--- config.mk ---
export PLATFORM = sky130hd
export DESIGN_NAME = gpc_ctrl
export DESIGN_NICKNAME = d
export VERILOG_FILES = /design/src/gpc_pkg.sv /design/src/gpc_ctrl.sv
export VERILOG_INCLUDE_DIRS = /design/src
export SDC_FILE = /design/constraint.sdc
export NUM_CORES = 1
export LEC_CHECK = 0
export ABC_CLOCK_PERIOD_IN_PS = 4400
export BUFFER_PORTS_ARGS = -buffer_cell sky130_fd_sc_hd__buf_2
export CAP_MARGIN = 20
export CORE_MARGIN = 3
export CORE_UTILIZATION = 55
export CTS_CLUSTER_SIZE = 14
export DETAILED_ROUTE_END_ITERATION = 12
export PLACE_DENSITY_LB_ADDON = 0.12
export SYNTH_ARGS = -nofsm -noshare
export SYNTH_HDL_FRONTEND = slang
export SYNTH_SLANG_ARGS = --single-unit
--- constraint.sdc ---
create_clock -name clk -period 4.4 [get_ports clk]
set_input_delay 0 -clock clk [delete_from_list [all_inputs] [get_ports clk]]
set_output_delay 0 -clock clk [all_outputs]
set_load 0.05 [all_outputs]
--- src/gpc_cfg.svh ---
// timing counts, command codes and reset values for the instrument bus controller
`ifndef GPC_CFG_SVH
`define GPC_CFG_SVH
// clock rate in MHz; every timing count below is derived from it
`define GPC_CLK_MHZ 250
`define GPC_US_CYC `GPC_CLK_MHZ
// interface clear pulse, strictly longer than the figure
`define GPC_IFC_US 100
`define GPC_IFC_CYC (`GPC_IFC_US * `GPC_CLK_MHZ + 1)
// data settle time before data valid is asserted
`define GPC_T1_NS 500
`define GPC_T1_CYC ((`GPC_T1_NS * `GPC_CLK_MHZ + 999) / 1000)
// parallel poll response window
`define GPC_PP_NS 2000
`define GPC_PP_CYC ((`GPC_PP_NS * `GPC_CLK_MHZ + 999) / 1000)
// command bytes, bit 7 ignored
`define GPC_LAG_HI 2'h1
`define GPC_TAG_HI 2'h2
`define GPC_CMD_UNL 7'h3F
`define GPC_CMD_UNT 7'h5F
`define GPC_CMD_SPE 7'h18
`define GPC_CMD_SPD 7'h19
`define GPC_CMD_TCT 7'h09
// released bus level, all lines high
`define GPC_BUS_IDLE 16'hFFFF
`define GPC_FIFO_AW 4
`endif

--- src/gpc_pkg.sv ---
// types shared by the instrument bus controller
`default_nettype none
package gpc_pkg;
  typedef struct packed {
    logic [7:0] dio;
    logic dav;
    logic nrfd;
    logic ndac;
    logic eoi;
    logic atn;
    logic srq;
    logic ren;
    logic ifc;
  } gpc_lines_t;
  typedef struct packed {
    logic [4:0] my_addr;
    logic sys_ctrl;
    logic talk_only;
    logic listen_only;
    logic ren_set;
    logic rsv;
    logic [15:0] tmo_us;
  } gpc_cfg_t;
  typedef struct packed {
    logic cmd;
    logic last;
    logic two;
    logic [15:0] data;
  } gpc_txw_t;
  typedef struct packed {
    logic last;
    logic two;
    logic [15:0] data;
  } gpc_rxw_t;
  typedef struct packed {
    logic cic;
    logic tadr;
    logic ladr;
    logic spe;
    logic atn;
    logic ren;
    logic ifc_busy;
    logic pp_busy;
    logic srq_now;
    logic srq_fell;
    logic err_nolsn;
    logic err_tmo;
  } gpc_stat_t;
  typedef enum logic [1:0] {SH_IDLE = 2'b00, SH_GNS = 2'b01, SH_DLY = 2'b10, SH_TRS = 2'b11} gpc_sh_t;
  typedef enum logic [1:0] {AH_IDLE = 2'b00, AH_RDY = 2'b01, AH_ACC = 2'b10} gpc_ah_t;
endpackage : gpc_pkg
`default_nettype wire

--- src/gpc_ctrl.sv ---
// instrument bus talker, listener and controller with word fifos
// Functional notes
// - interface clear pulse longer than 100 us
// - service request, nrfd and ndac open collector
// - dav, eoi, atn, ren, ifc three-state
// - data lines three-state outside parallel poll
// - data lines open collector during parallel poll
// - host sets remote enable and holds it
// - send any interface message or combination
// - send and detect the end message
// - host reads service request level anytime
// - latch service request true to false
// - serial poll status byte readable per bit
// - flag sourcing byte with no acceptor present
// - host programmable timeout both directions
// - interrupt on service request rising
// - host monitors every bus line
// - fifos pack bytes into sixteen bit words
// - talker unaddressed by own listen address
// - listener unaddressed by own talk address
// - system controller, clear, ren, sync take
// - receive, pass, self pass control, parallel poll
// - interface logic clock rate is configurable
`timescale 1ns/10ps
`default_nettype none
`include "gpc_cfg.svh"

module gpc_fifo #(
  parameter int unsigned W = 8,
  parameter int unsigned AW = 4
) (
  // clock
  input wire logic clk,
  input wire logic arst_n,
  input wire logic ce,
  // fill side
  input wire logic in_valid,
  output logic in_ready,
  input wire logic [W-1:0] in_data,
  // drain side
  output logic out_valid,
  input wire logic out_ready,
  output logic [W-1:0] out_data
);
  logic [W-1:0] mem [0:(1<<AW)-1];
  logic [AW:0] wp_r;
  logic [AW:0] rp_r;
  logic push;
  logic pop;
  assign in_ready = (wp_r - rp_r) != (AW+1)'(1 << AW);
  assign out_valid = wp_r != rp_r;
  assign out_data = mem[rp_r[AW-1:0]];
  assign push = ce & in_valid & in_ready;
  assign pop = ce & out_valid & out_ready;
  always_ff @(posedge clk) begin
    if (push) begin
      mem[wp_r[AW-1:0]] <= in_data;
    end
  end
  always_ff @(posedge clk or negedge arst_n) begin
    if (!arst_n) begin
      wp_r <= '0;
      rp_r <= '0;
    end else begin
      if (push) wp_r <= wp_r + 1'b1;
      if (pop) rp_r <= rp_r + 1'b1;
    end
  end
endmodule : gpc_fifo

module gpc_ctrl #(
  parameter int unsigned IFC_CYC = `GPC_IFC_CYC,
  parameter int unsigned FIFO_AW = `GPC_FIFO_AW
) (
  // clock and reset
  input wire logic clk,
  input wire logic arst_n,
  input wire logic ce,
  // bus pins, electrical level, low is true
  input wire gpc_pkg::gpc_lines_t bus_i,
  output gpc_pkg::gpc_lines_t bus_o,
  output gpc_pkg::gpc_lines_t bus_oe_n,
  // configuration and host pulses
  input wire gpc_pkg::gpc_cfg_t cfg,
  input wire logic ifc_go,
  input wire logic tcs_go,
  input wire logic pp_go,
  input wire logic srq_fell_clr,
  input wire logic srq_irq_clr,
  input wire logic err_clr,
  // host words toward the bus
  input wire logic tx_valid,
  output logic tx_ready,
  input wire gpc_pkg::gpc_txw_t tx_data,
  // host words from the bus
  output logic rx_valid,
  input wire logic rx_ready,
  output gpc_pkg::gpc_rxw_t rx_data,
  // status
  output gpc_pkg::gpc_stat_t stat,
  output logic [7:0] spoll_byte,
  output logic [7:0] pp_byte,
  output gpc_pkg::gpc_lines_t bus_mon,
  output logic srq_irq
);
  import gpc_pkg::*;
  localparam int unsigned IW = $clog2(IFC_CYC + 1);

  gpc_lines_t bq_r;
  logic b_atn, b_eoi, b_dav, b_nrfd, b_ndac, b_srq, b_ifc;
  logic [7:0] b_dio;
  gpc_sh_t sh_st;
  gpc_ah_t ah_st;
  logic [IW-1:0] ifc_cnt_r;
  logic ifc_on, ifc_d_r;
  logic ren_r, cic_r, atn_r, tadr_r, ladr_r, spe_r;
  logic tadr, ladr, ah_act, sh_idle;
  logic [8:0] pp_cnt_r;
  logic pp_on, dio_oc;
  logic [7:0] sh_byte_r, sh_cnt_r;
  logic sh_eoi_r, sh_cmd_r, sh_sp_r, hi_r;
  logic txq_v, txq_rdy, sh_start, sh_adv, sh_ok, sh_last;
  gpc_txw_t txq;
  logic acc, acc_data, cmd_ev;
  logic [6:0] cmd_c;
  logic pk_have_r;
  logic [7:0] pk_lo_r;
  logic rxp_v, rx_room;
  gpc_rxw_t rxp;
  logic [7:0] us_pre_r;
  logic [15:0] tmo_cnt_r;
  logic waiting, tmo_hit;
  logic srq_prev_r, srq_fell_r, srq_irq_r, err_nolsn_r, err_tmo_r;

  // pins are synchronous; one register stage feeds both logic and monitor
  always_ff @(posedge clk or negedge arst_n) begin
    if (!arst_n) bq_r <= `GPC_BUS_IDLE;
    else if (ce) bq_r <= bus_i;
  end
  assign bus_mon = bq_r;
  assign b_atn = ~bq_r.atn;
  assign b_eoi = ~bq_r.eoi;
  assign b_dav = ~bq_r.dav;
  assign b_nrfd = ~bq_r.nrfd;
  assign b_ndac = ~bq_r.ndac;
  assign b_srq = ~bq_r.srq;
  assign b_ifc = ~bq_r.ifc;
  assign b_dio = ~bq_r.dio;
  assign tadr = tadr_r | cfg.talk_only;
  assign ladr = ladr_r | cfg.listen_only;
  assign sh_idle = sh_st == SH_IDLE;

  // interface clear and remote enable, system controller only
  always_ff @(posedge clk or negedge arst_n) begin
    if (!arst_n) begin
      ifc_cnt_r <= '0;
      ifc_d_r <= 1'b0;
      ren_r <= 1'b0;
    end else if (ce) begin
      // our own clear comes back one cycle late through the pin register
      ifc_d_r <= ifc_on;
      ren_r <= cfg.sys_ctrl & cfg.ren_set;
      if (ifc_go && cfg.sys_ctrl && !ifc_on) ifc_cnt_r <= IW'(IFC_CYC);
      else if (ifc_on) ifc_cnt_r <= ifc_cnt_r - 1'b1;
    end
  end
  assign ifc_on = ifc_cnt_r != '0;

  // parallel poll: atn and eoi together for a fixed window, then sample
  always_ff @(posedge clk or negedge arst_n) begin
    if (!arst_n) begin
      pp_cnt_r <= '0;
      pp_byte <= 8'h00;
    end else if (ce) begin
      if (pp_go && cic_r && sh_idle && !pp_on) pp_cnt_r <= 9'(`GPC_PP_CYC);
      else if (pp_on) pp_cnt_r <= pp_cnt_r - 1'b1;
      if (pp_cnt_r == 9'h001) pp_byte <= b_dio;
    end
  end
  assign pp_on = pp_cnt_r != '0;
  assign dio_oc = (b_atn & b_eoi) | pp_on;

  // command decode, for bytes we source and bytes we accept alike
  assign cmd_ev = (sh_ok & sh_cmd_r) | (acc & b_atn);
  assign cmd_c = (sh_ok & sh_cmd_r) ? sh_byte_r[6:0] : b_dio[6:0];

  always_ff @(posedge clk or negedge arst_n) begin
    if (!arst_n) begin
      tadr_r <= 1'b0;
      ladr_r <= 1'b0;
      spe_r <= 1'b0;
    end else if (ce) begin
      if (b_ifc) begin
        tadr_r <= 1'b0;
        ladr_r <= 1'b0;
        spe_r <= 1'b0;
      end else if (cmd_ev) begin
        if (cmd_c == {`GPC_LAG_HI, cfg.my_addr}) begin
          ladr_r <= 1'b1;
          tadr_r <= 1'b0;
        end else if (cmd_c == {`GPC_TAG_HI, cfg.my_addr}) begin
          tadr_r <= 1'b1;
          ladr_r <= 1'b0;
        end else if (cmd_c[6:5] == `GPC_TAG_HI) begin
          tadr_r <= 1'b0;
        end
        if (cmd_c == `GPC_CMD_UNL) ladr_r <= 1'b0;
        if (cmd_c == `GPC_CMD_SPE) spe_r <= 1'b1;
        if (cmd_c == `GPC_CMD_SPD) spe_r <= 1'b0;
      end
    end
  end

  // controller in charge and attention
  always_ff @(posedge clk or negedge arst_n) begin
    if (!arst_n) begin
      cic_r <= 1'b0;
      atn_r <= 1'b0;
    end else if (ce) begin
      if (ifc_on) begin
        cic_r <= 1'b1;
      end else if (b_ifc && !ifc_d_r) begin
        cic_r <= 1'b0;
        atn_r <= 1'b0;
      end else if (cmd_ev && cmd_c == `GPC_CMD_TCT) begin
        if (tadr) cic_r <= 1'b1;
        else if (sh_cmd_r) begin
          cic_r <= 1'b0;
          atn_r <= 1'b0;
        end
      end else if (!cic_r) begin
        atn_r <= 1'b0;
      end else if (tcs_go && ah_st != AH_ACC) begin
        atn_r <= 1'b1;
      end else if (sh_idle && txq_v && !pp_on) begin
        atn_r <= txq.cmd;
      end
    end
  end

  // source handshake
  gpc_fifo #(.W($bits(gpc_txw_t)), .AW(FIFO_AW)) u_txf (
    .clk(clk),
    .arst_n(arst_n),
    .ce(ce),
    .in_valid(tx_valid),
    .in_ready(tx_ready),
    .in_data(tx_data),
    .out_valid(txq_v),
    .out_ready(txq_rdy),
    .out_data(txq)
  );
  assign sh_start = sh_idle && !pp_on && !ifc_on && !b_ifc &&
    ((atn_r && cic_r && txq_v && txq.cmd) ||
     (tadr && !atn_r && !b_atn && (spe_r || (txq_v && !txq.cmd))));
  assign sh_ok = ce && sh_st == SH_TRS && !b_ndac;
  assign sh_adv = ce && !sh_idle && (sh_ok || tmo_hit || (sh_st == SH_GNS && !b_nrfd && !b_ndac));
  assign sh_last = hi_r | ~txq.two;
  assign txq_rdy = sh_adv & ~sh_sp_r & sh_last;

  always_ff @(posedge clk or negedge arst_n) begin
    if (!arst_n) begin
      sh_st <= SH_IDLE;
      sh_byte_r <= 8'h00;
      sh_eoi_r <= 1'b0;
      sh_cmd_r <= 1'b0;
      sh_sp_r <= 1'b0;
      sh_cnt_r <= 8'h00;
      hi_r <= 1'b0;
    end else if (ce) begin
      if (sh_adv && !sh_sp_r) hi_r <= ~sh_last;
      unique case (sh_st)
        SH_IDLE: if (sh_start) begin
          sh_cmd_r <= atn_r;
          sh_sp_r <= ~atn_r & spe_r;
          sh_byte_r <= (~atn_r & spe_r) ? {spoll_src_rsv(cfg.rsv), 6'h00} :
                       (hi_r ? txq.data[15:8] : txq.data[7:0]);
          sh_eoi_r <= ~atn_r & ~spe_r & txq.last & (hi_r | ~txq.two);
          sh_st <= SH_GNS;
        end
        SH_GNS: if (sh_adv) sh_st <= SH_IDLE;
          else if (!b_nrfd) begin
            sh_cnt_r <= 8'(`GPC_T1_CYC);
            sh_st <= SH_DLY;
          end
        SH_DLY: if (sh_cnt_r == 8'h01) sh_st <= SH_TRS;
          else sh_cnt_r <= sh_cnt_r - 1'b1;
        SH_TRS: if (sh_adv) sh_st <= SH_IDLE;
      endcase
    end
  end

  function automatic logic [1:0] spoll_src_rsv(input logic rsv);
    spoll_src_rsv = {1'b0, rsv};
  endfunction : spoll_src_rsv

  // acceptor handshake: commands under atn unless we assert it ourselves, data only when listening
  assign ah_act = (b_atn & ~atn_r & ~sh_cmd_r) | (ladr & ~b_atn);
  assign acc = ce && ah_st == AH_RDY && ah_act && b_dav;
  assign acc_data = acc & ~b_atn;

  always_ff @(posedge clk or negedge arst_n) begin
    if (!arst_n) begin
      ah_st <= AH_IDLE;
    end else if (ce) begin
      unique case (ah_st)
        AH_IDLE: if (ah_act && (b_atn || rx_room)) ah_st <= AH_RDY;
        AH_RDY: if (!ah_act) ah_st <= AH_IDLE;
          else if (b_dav) ah_st <= AH_ACC;
        AH_ACC: if (!b_dav) ah_st <= AH_IDLE;
        default: ah_st <= AH_IDLE;
      endcase
    end
  end

  // byte to word packing, low byte first; end closes a half word
  assign rxp_v = acc_data & (pk_have_r | b_eoi);
  assign rxp = '{last: b_eoi, two: pk_have_r, data: pk_have_r ? {b_dio, pk_lo_r} : {8'h00, b_dio}};
  always_ff @(posedge clk or negedge arst_n) begin
    if (!arst_n) begin
      pk_have_r <= 1'b0;
      pk_lo_r <= 8'h00;
      spoll_byte <= 8'h00;
    end else if (acc_data) begin
      pk_have_r <= ~pk_have_r & ~b_eoi;
      pk_lo_r <= b_dio;
      if (spe_r && cic_r) spoll_byte <= b_dio;
    end
  end
  gpc_fifo #(.W($bits(gpc_rxw_t)), .AW(FIFO_AW)) u_rxf (
    .clk(clk),
    .arst_n(arst_n),
    .ce(ce),
    .in_valid(rxp_v),
    .in_ready(rx_room),
    .in_data(rxp),
    .out_valid(rx_valid),
    .out_ready(rx_ready),
    .out_data(rx_data)
  );

  // timeout in microseconds; zero disables
  assign waiting = (sh_st == SH_GNS) | (sh_st == SH_TRS) | (ah_st == AH_RDY & ladr & ~b_atn);
  assign tmo_hit = ce && waiting && cfg.tmo_us != 16'h0000 && tmo_cnt_r == cfg.tmo_us;
  always_ff @(posedge clk or negedge arst_n) begin
    if (!arst_n) begin
      us_pre_r <= 8'h00;
      tmo_cnt_r <= 16'h0000;
    end else if (ce) begin
      if (!waiting || tmo_hit) begin
        us_pre_r <= 8'h00;
        tmo_cnt_r <= 16'h0000;
      end else if (us_pre_r == 8'(`GPC_US_CYC - 1)) begin
        us_pre_r <= 8'h00;
        tmo_cnt_r <= tmo_cnt_r + 1'b1;
      end else begin
        us_pre_r <= us_pre_r + 1'b1;
      end
    end
  end

  // sticky flags; a set in the clearing cycle wins
  always_ff @(posedge clk or negedge arst_n) begin
    if (!arst_n) begin
      srq_prev_r <= 1'b0;
      srq_fell_r <= 1'b0;
      srq_irq_r <= 1'b0;
      err_nolsn_r <= 1'b0;
      err_tmo_r <= 1'b0;
    end else if (ce) begin
      srq_prev_r <= b_srq;
      srq_fell_r <= (srq_prev_r & ~b_srq) | (srq_fell_r & ~srq_fell_clr);
      srq_irq_r <= (~srq_prev_r & b_srq) | (srq_irq_r & ~srq_irq_clr);
      err_nolsn_r <= (sh_st == SH_GNS && !b_nrfd && !b_ndac) | (err_nolsn_r & ~err_clr);
      err_tmo_r <= tmo_hit | (err_tmo_r & ~err_clr);
    end
  end
  assign srq_irq = srq_irq_r;
  assign stat = '{cic: cic_r, tadr: tadr, ladr: ladr, spe: spe_r, atn: atn_r | pp_on, ren: ren_r,
                  ifc_busy: ifc_on, pp_busy: pp_on, srq_now: b_srq, srq_fell: srq_fell_r,
                  err_nolsn: err_nolsn_r, err_tmo: err_tmo_r};

  // pin drivers: a true line is driven low
  always_comb begin
    bus_o = `GPC_BUS_IDLE;
    bus_oe_n = `GPC_BUS_IDLE;
    bus_o.srq = 1'b0;
    bus_oe_n.srq = ~(cfg.rsv & ~cic_r);
    bus_o.nrfd = 1'b0;
    bus_oe_n.nrfd = ~(ah_act & (ah_st != AH_RDY));
    bus_o.ndac = 1'b0;
    bus_oe_n.ndac = ~(ah_act & (ah_st != AH_ACC));
    bus_oe_n.dav = sh_idle;
    bus_o.dav = ~(sh_st == SH_TRS);
    bus_oe_n.eoi = sh_idle & ~pp_on;
    bus_o.eoi = ~(pp_on | (sh_eoi_r & (sh_st == SH_DLY || sh_st == SH_TRS)));
    bus_oe_n.atn = ~cic_r;
    bus_o.atn = ~(atn_r | pp_on);
    bus_oe_n.ren = ~cfg.sys_ctrl;
    bus_o.ren = ~ren_r;
    bus_oe_n.ifc = ~cfg.sys_ctrl;
    bus_o.ifc = ~ifc_on;
    if (!sh_idle) begin
      if (dio_oc) begin
        bus_o.dio = 8'h00;
        bus_oe_n.dio = ~sh_byte_r;
      end else begin
        bus_o.dio = ~sh_byte_r;
        bus_oe_n.dio = 8'h00;
      end
    end
  end

  // checks
  int unsigned ifc_len_r;
  always_ff @(posedge clk or negedge arst_n) begin
    if (!arst_n) ifc_len_r <= 0;
    else ifc_len_r <= ifc_on ? ifc_len_r + 1 : 0;
  end
  AST_IFC_LEN: assert property (@(posedge clk) disable iff (!arst_n) $fell(ifc_on) |-> ifc_len_r >= IFC_CYC)
    else $error("ifc pulse too short");
  AST_OC_ONLY: assert property (@(posedge clk) disable iff (!arst_n)
    (!bus_oe_n.srq || !bus_oe_n.nrfd || !bus_oe_n.ndac) |-> (!bus_o.srq && !bus_o.nrfd && !bus_o.ndac))
    else $error("open collector line driven high");
  AST_DIO_TRI: assert property (@(posedge clk) disable iff (!arst_n) (!sh_idle && !dio_oc) |-> bus_oe_n.dio == 8'h00)
    else $error("data lines not three-state");
  AST_DIO_OC: assert property (@(posedge clk) disable iff (!arst_n) (!sh_idle && b_atn && b_eoi) |-> bus_o.dio == 8'h00)
    else $error("data lines driven high in poll");
  AST_REN_SET: assert property (@(posedge clk) disable iff (!arst_n)
    (ce && cfg.sys_ctrl && cfg.ren_set) |=> (!bus_o.ren && !bus_oe_n.ren))
    else $error("ren not asserted");
  AST_SRQ_FELL: assert property (@(posedge clk) disable iff (!arst_n) (ce && srq_prev_r && !b_srq) |=> stat.srq_fell)
    else $error("srq fall not latched");
  AST_SRQ_IRQ: assert property (@(posedge clk) disable iff (!arst_n) (ce && !srq_prev_r && b_srq) |=> srq_irq)
    else $error("srq rise gave no irq");
  AST_NOLSN: assert property (@(posedge clk) disable iff (!arst_n)
    (ce && sh_st == SH_GNS && !b_nrfd && !b_ndac) |=> (stat.err_nolsn && sh_st == SH_IDLE))
    else $error("no-acceptor error missed");
  AST_MLA_UNT: assert property (@(posedge clk) disable iff (!arst_n)
    (ce && cmd_ev && !b_ifc && cmd_c == {`GPC_LAG_HI, cfg.my_addr}) |=> !tadr_r)
    else $error("talker kept address");
  AST_EOI_LAST: assert property (@(posedge clk) disable iff (!arst_n) (sh_st == SH_TRS && sh_eoi_r) |-> !bus_o.eoi)
    else $error("eoi missing with last byte");
  COV_IFC: cover property (@(posedge clk) disable iff (!arst_n) $fell(ifc_on));
  COV_CMD: cover property (@(posedge clk) disable iff (!arst_n) sh_ok && sh_cmd_r);
  COV_PP: cover property (@(posedge clk) disable iff (!arst_n) pp_cnt_r == 9'h001);
  COV_RX_END: cover property (@(posedge clk) disable iff (!arst_n) rxp_v && rx_room && b_eoi);
endmodule : gpc_ctrl
`default_nettype wire

==> results.toml <==
[route]
drtAntennaViolNets = 0
viasPerCell = 6.07
vias = 17975
drt_iter0_drc = 1575
wirelength_mm = 74.9
wl_met1_mm = 30.4
dr.pass1.iters = 4
dr_wl_met2_mm = 38.4
route.detailed.drc = 0
routed-wl-met3_mm = 4.02
routed.top_layer = "met5"
routedWlPerCell_um = 25.3

[die]
die-area_um2 = 58900
rows = 86
die_y_um = 243
core_area_um2 = 55300
die_w_um = 243
start_util_pct = 55.7
io_pins = 169

[finish]
finalNetCount = 2247
finalInstanceArea_um2 = 36000
final_common_cell = "edfxtp_1"
final_cell_mix = "edfxtp_1 (592), mux4_2 (164), buf_2 (164)"
drive_above_1_share_pct = 26.5
fin_cells = 2959
utilization_pct = 65.0
register_area_um2 = 21400
multi_input_area_um2 = 8760
area_growth_pct = 16.7
fill_cells = 3924

[timing]
drv_slew = 0
period_minus_slack_ps = 3800
fin_crit_sh_pct = 86.4
hold_viol = 0
setup_viol = 0
slew_headroom_pct = 28.0
whs_ps = 69.0
fmaxAchievable_ghz = 0.263
rsz0062_at_grt = "no"
skew_ps = 22.6
tightest_slew_ps = 1080

[setup_path]
worstPathMaxFanout = 49
r2r_start = "u_rxf.wp_r[1]"
startpoint_type = "flip-flop"
r2r_setup_slack_ps = 1010
r2r_end = "u_rxf.mem[14][11]"
critPathKind = "reg -> out"
required_ps = 4400
crit_path_end_kind = "output port"
worst_r2r_path_depth = 10
cp_data_arrival_time_ps = 3800

[power]
p_per_area_nw_per_um2 = 555
p_leak_uw = 0.0128
total_power_uw = 20000
peakVddDrop_v = 0.000414

[worst_hold_path]
whs_path_depth = 6
min_from = "cfg[24]"
hp-class = "in -> reg"
whs_endpoint = "tadr_r"

[logic_synthesis]
synth_ff_type = "edfxtp_1"
syn-instance-count = 1863
yosysWarnings = 0
yosysSeqAreaShare_pct = 69.5
synth.cell_area_um2 = 30800
synth-edff-count = 592
ys_async_sr_fraction_pct = 19.7
synth_area_per_cell_um2 = 16.5
ys_ff_latch = 737
yosys.cell_types.count = 75

[place]
placed_cells = 2746
port_buffers = 165
place.gp.congestion = 0.922
dpl.hpwl_mm = 46.3
dpl-instance-area_um2 = 32700

[status]
status = "complete, no violations"

[global_routing]
antenna_found_initial = 4
gr-total-overflow = 0
grtUsageTotal_pct = 25.9
grt_pass1_wl_mm = 114
grt_pass1_vias = 18324
grt_max_degree = 83

[cts]
cts_root_buf = "clkbuf_16"
clk_pin_slew_worst_paths_ps = 60
cts_buffers = 77
clock-sinks = 737
post-cts-setup-buffers = 0
ctsHtreeMaxLevel = 3
cts.path.max_buffers = 3
cts_tree = "built"
clk-insertion-delay-late_ps = 620

[job]
drv_cap = 0
-- worst max-delay path by stage --
stage / startpoint / end / slack [ps] / cells past startpoint
CTS: u_rxf.rp_r[0] / rx_data[2] / 490 / 5
global route: u_rxf.rp_r[0] / rx_data[2] / 330 / 5
finish: u_rxf.rp_r[0] / rx_data[2] / 600 / 5
detailed placement: u_rxf.wp_r[1] / u_rxf.mem[14][11] / 1060 / 10
global placement: u_rxf.wp_r[1] / u_rxf.mem[14][11] / 1140 / 10
floorplan: u_txf.rp_r[2] / u_txf.mem[11][0] / -90 / 10
-- registers in the layout, indices dropped and copies added (netlist names), 5 cells and up, named ones only --
signal and count:
pp_byte 8, pk_lo_r 8, u_txf.mem 304, ifc_cnt_r 15
u_rxf.rp_r 5, bus_mon 16, tmo_cnt_r 16, u_rxf.wp_r 5
pp_cnt_r 9, sh_byte_r 8, us_pre_r 8, u_txf.wp_r 5
spoll_byte 8, u_txf.rp_r 5, u_rxf.mem 288, sh_cnt_r 8
-- worst max-delay path, cell delays in order, from the launching register on --
cell and delay (ps):
dfrtp_4 410, buf_4 470, buf_4 820, mux4_2 620, mux4_2 530, buf_2 240
-- synthesized netlist by cell type, drive strengths merged, types with 24 or more instances --
| cell | instances | share of area [%] |
|---|---|---|
| edfxtp | 592 | 58 |
| mux4 | 164 | 12 |
| nand2 | 163 | 2.0 |
| dfrtp | 129 | 10 |
| o21ai | 122 | 2.0 |
| nor2 | 60 | 0.73 |
| clkbuf | 59 | 0.82 |
| inv | 46 | 0.57 |
| nand3 | 45 | 0.73 |
| buf | 41 | 0.86 |
| xnor2 | 39 | 1.1 |
| a21oi | 30 | 0.49 |
| ha | 28 | 1.1 |
| and2 | 27 | 0.55 |
| nand4 | 25 | 0.53 |
| nor3 | 24 | 0.39 |
-- power breakdown --
group          total, µW  internal, µW  switching [µW]
sequential          8650          8280             371
combinational       4740          1730            3010
clock               6570          3890            2680
total              20000         13900            6060
-- cell type report --
type,count,share of cell area (%)
Clock buffer,98,5.75
Tap cell,748,2.60
Clock inverter,43,1.40
Multi-Input combinational cell,981,24.4
Sequential cell,737,59.6
Timing Repair Buffer,303,5.75
Inverter,47,0.498
Antenna cell,2,0.0139
-- through the flow --
step / setup TNS, ps / setup slack, ps
after floorplan: -4870 / -85.4
after global placement: 0 / 1140
after detailed placement: 0 / 1060
after CTS: 0 / 488
after global routing: 0 / 327
final: 0 / 598
-- cell families after synthesis --
kind of cell	after synthesis	share of synthesized area, %
fa+ha+maj	28	1.14
flops	737	69.5
simple gates	445	7.24
mux	203	13.3
buf+inv	147	2.26
other cells	1	0.0122
xor+xnor	53	1.51
compound gates	249	4.96
-- metal layers --
metal,up-vias,GRT usage (%)
met2,633,44.3
met4,4,8.30
met5,-,0
li1,7858,-
met1,9351,34.7
met3,129,3.94
-- repair_timing --
| action | in CTS | in global routing |
|---|---|---|
| endpoints found under the hold margin | 427 | 0 |
| gates resized for setup | 0 | 0 |
| hold buffers | 68 | 0 |
No activity file was read; power rests on OpenSTA's default activity.
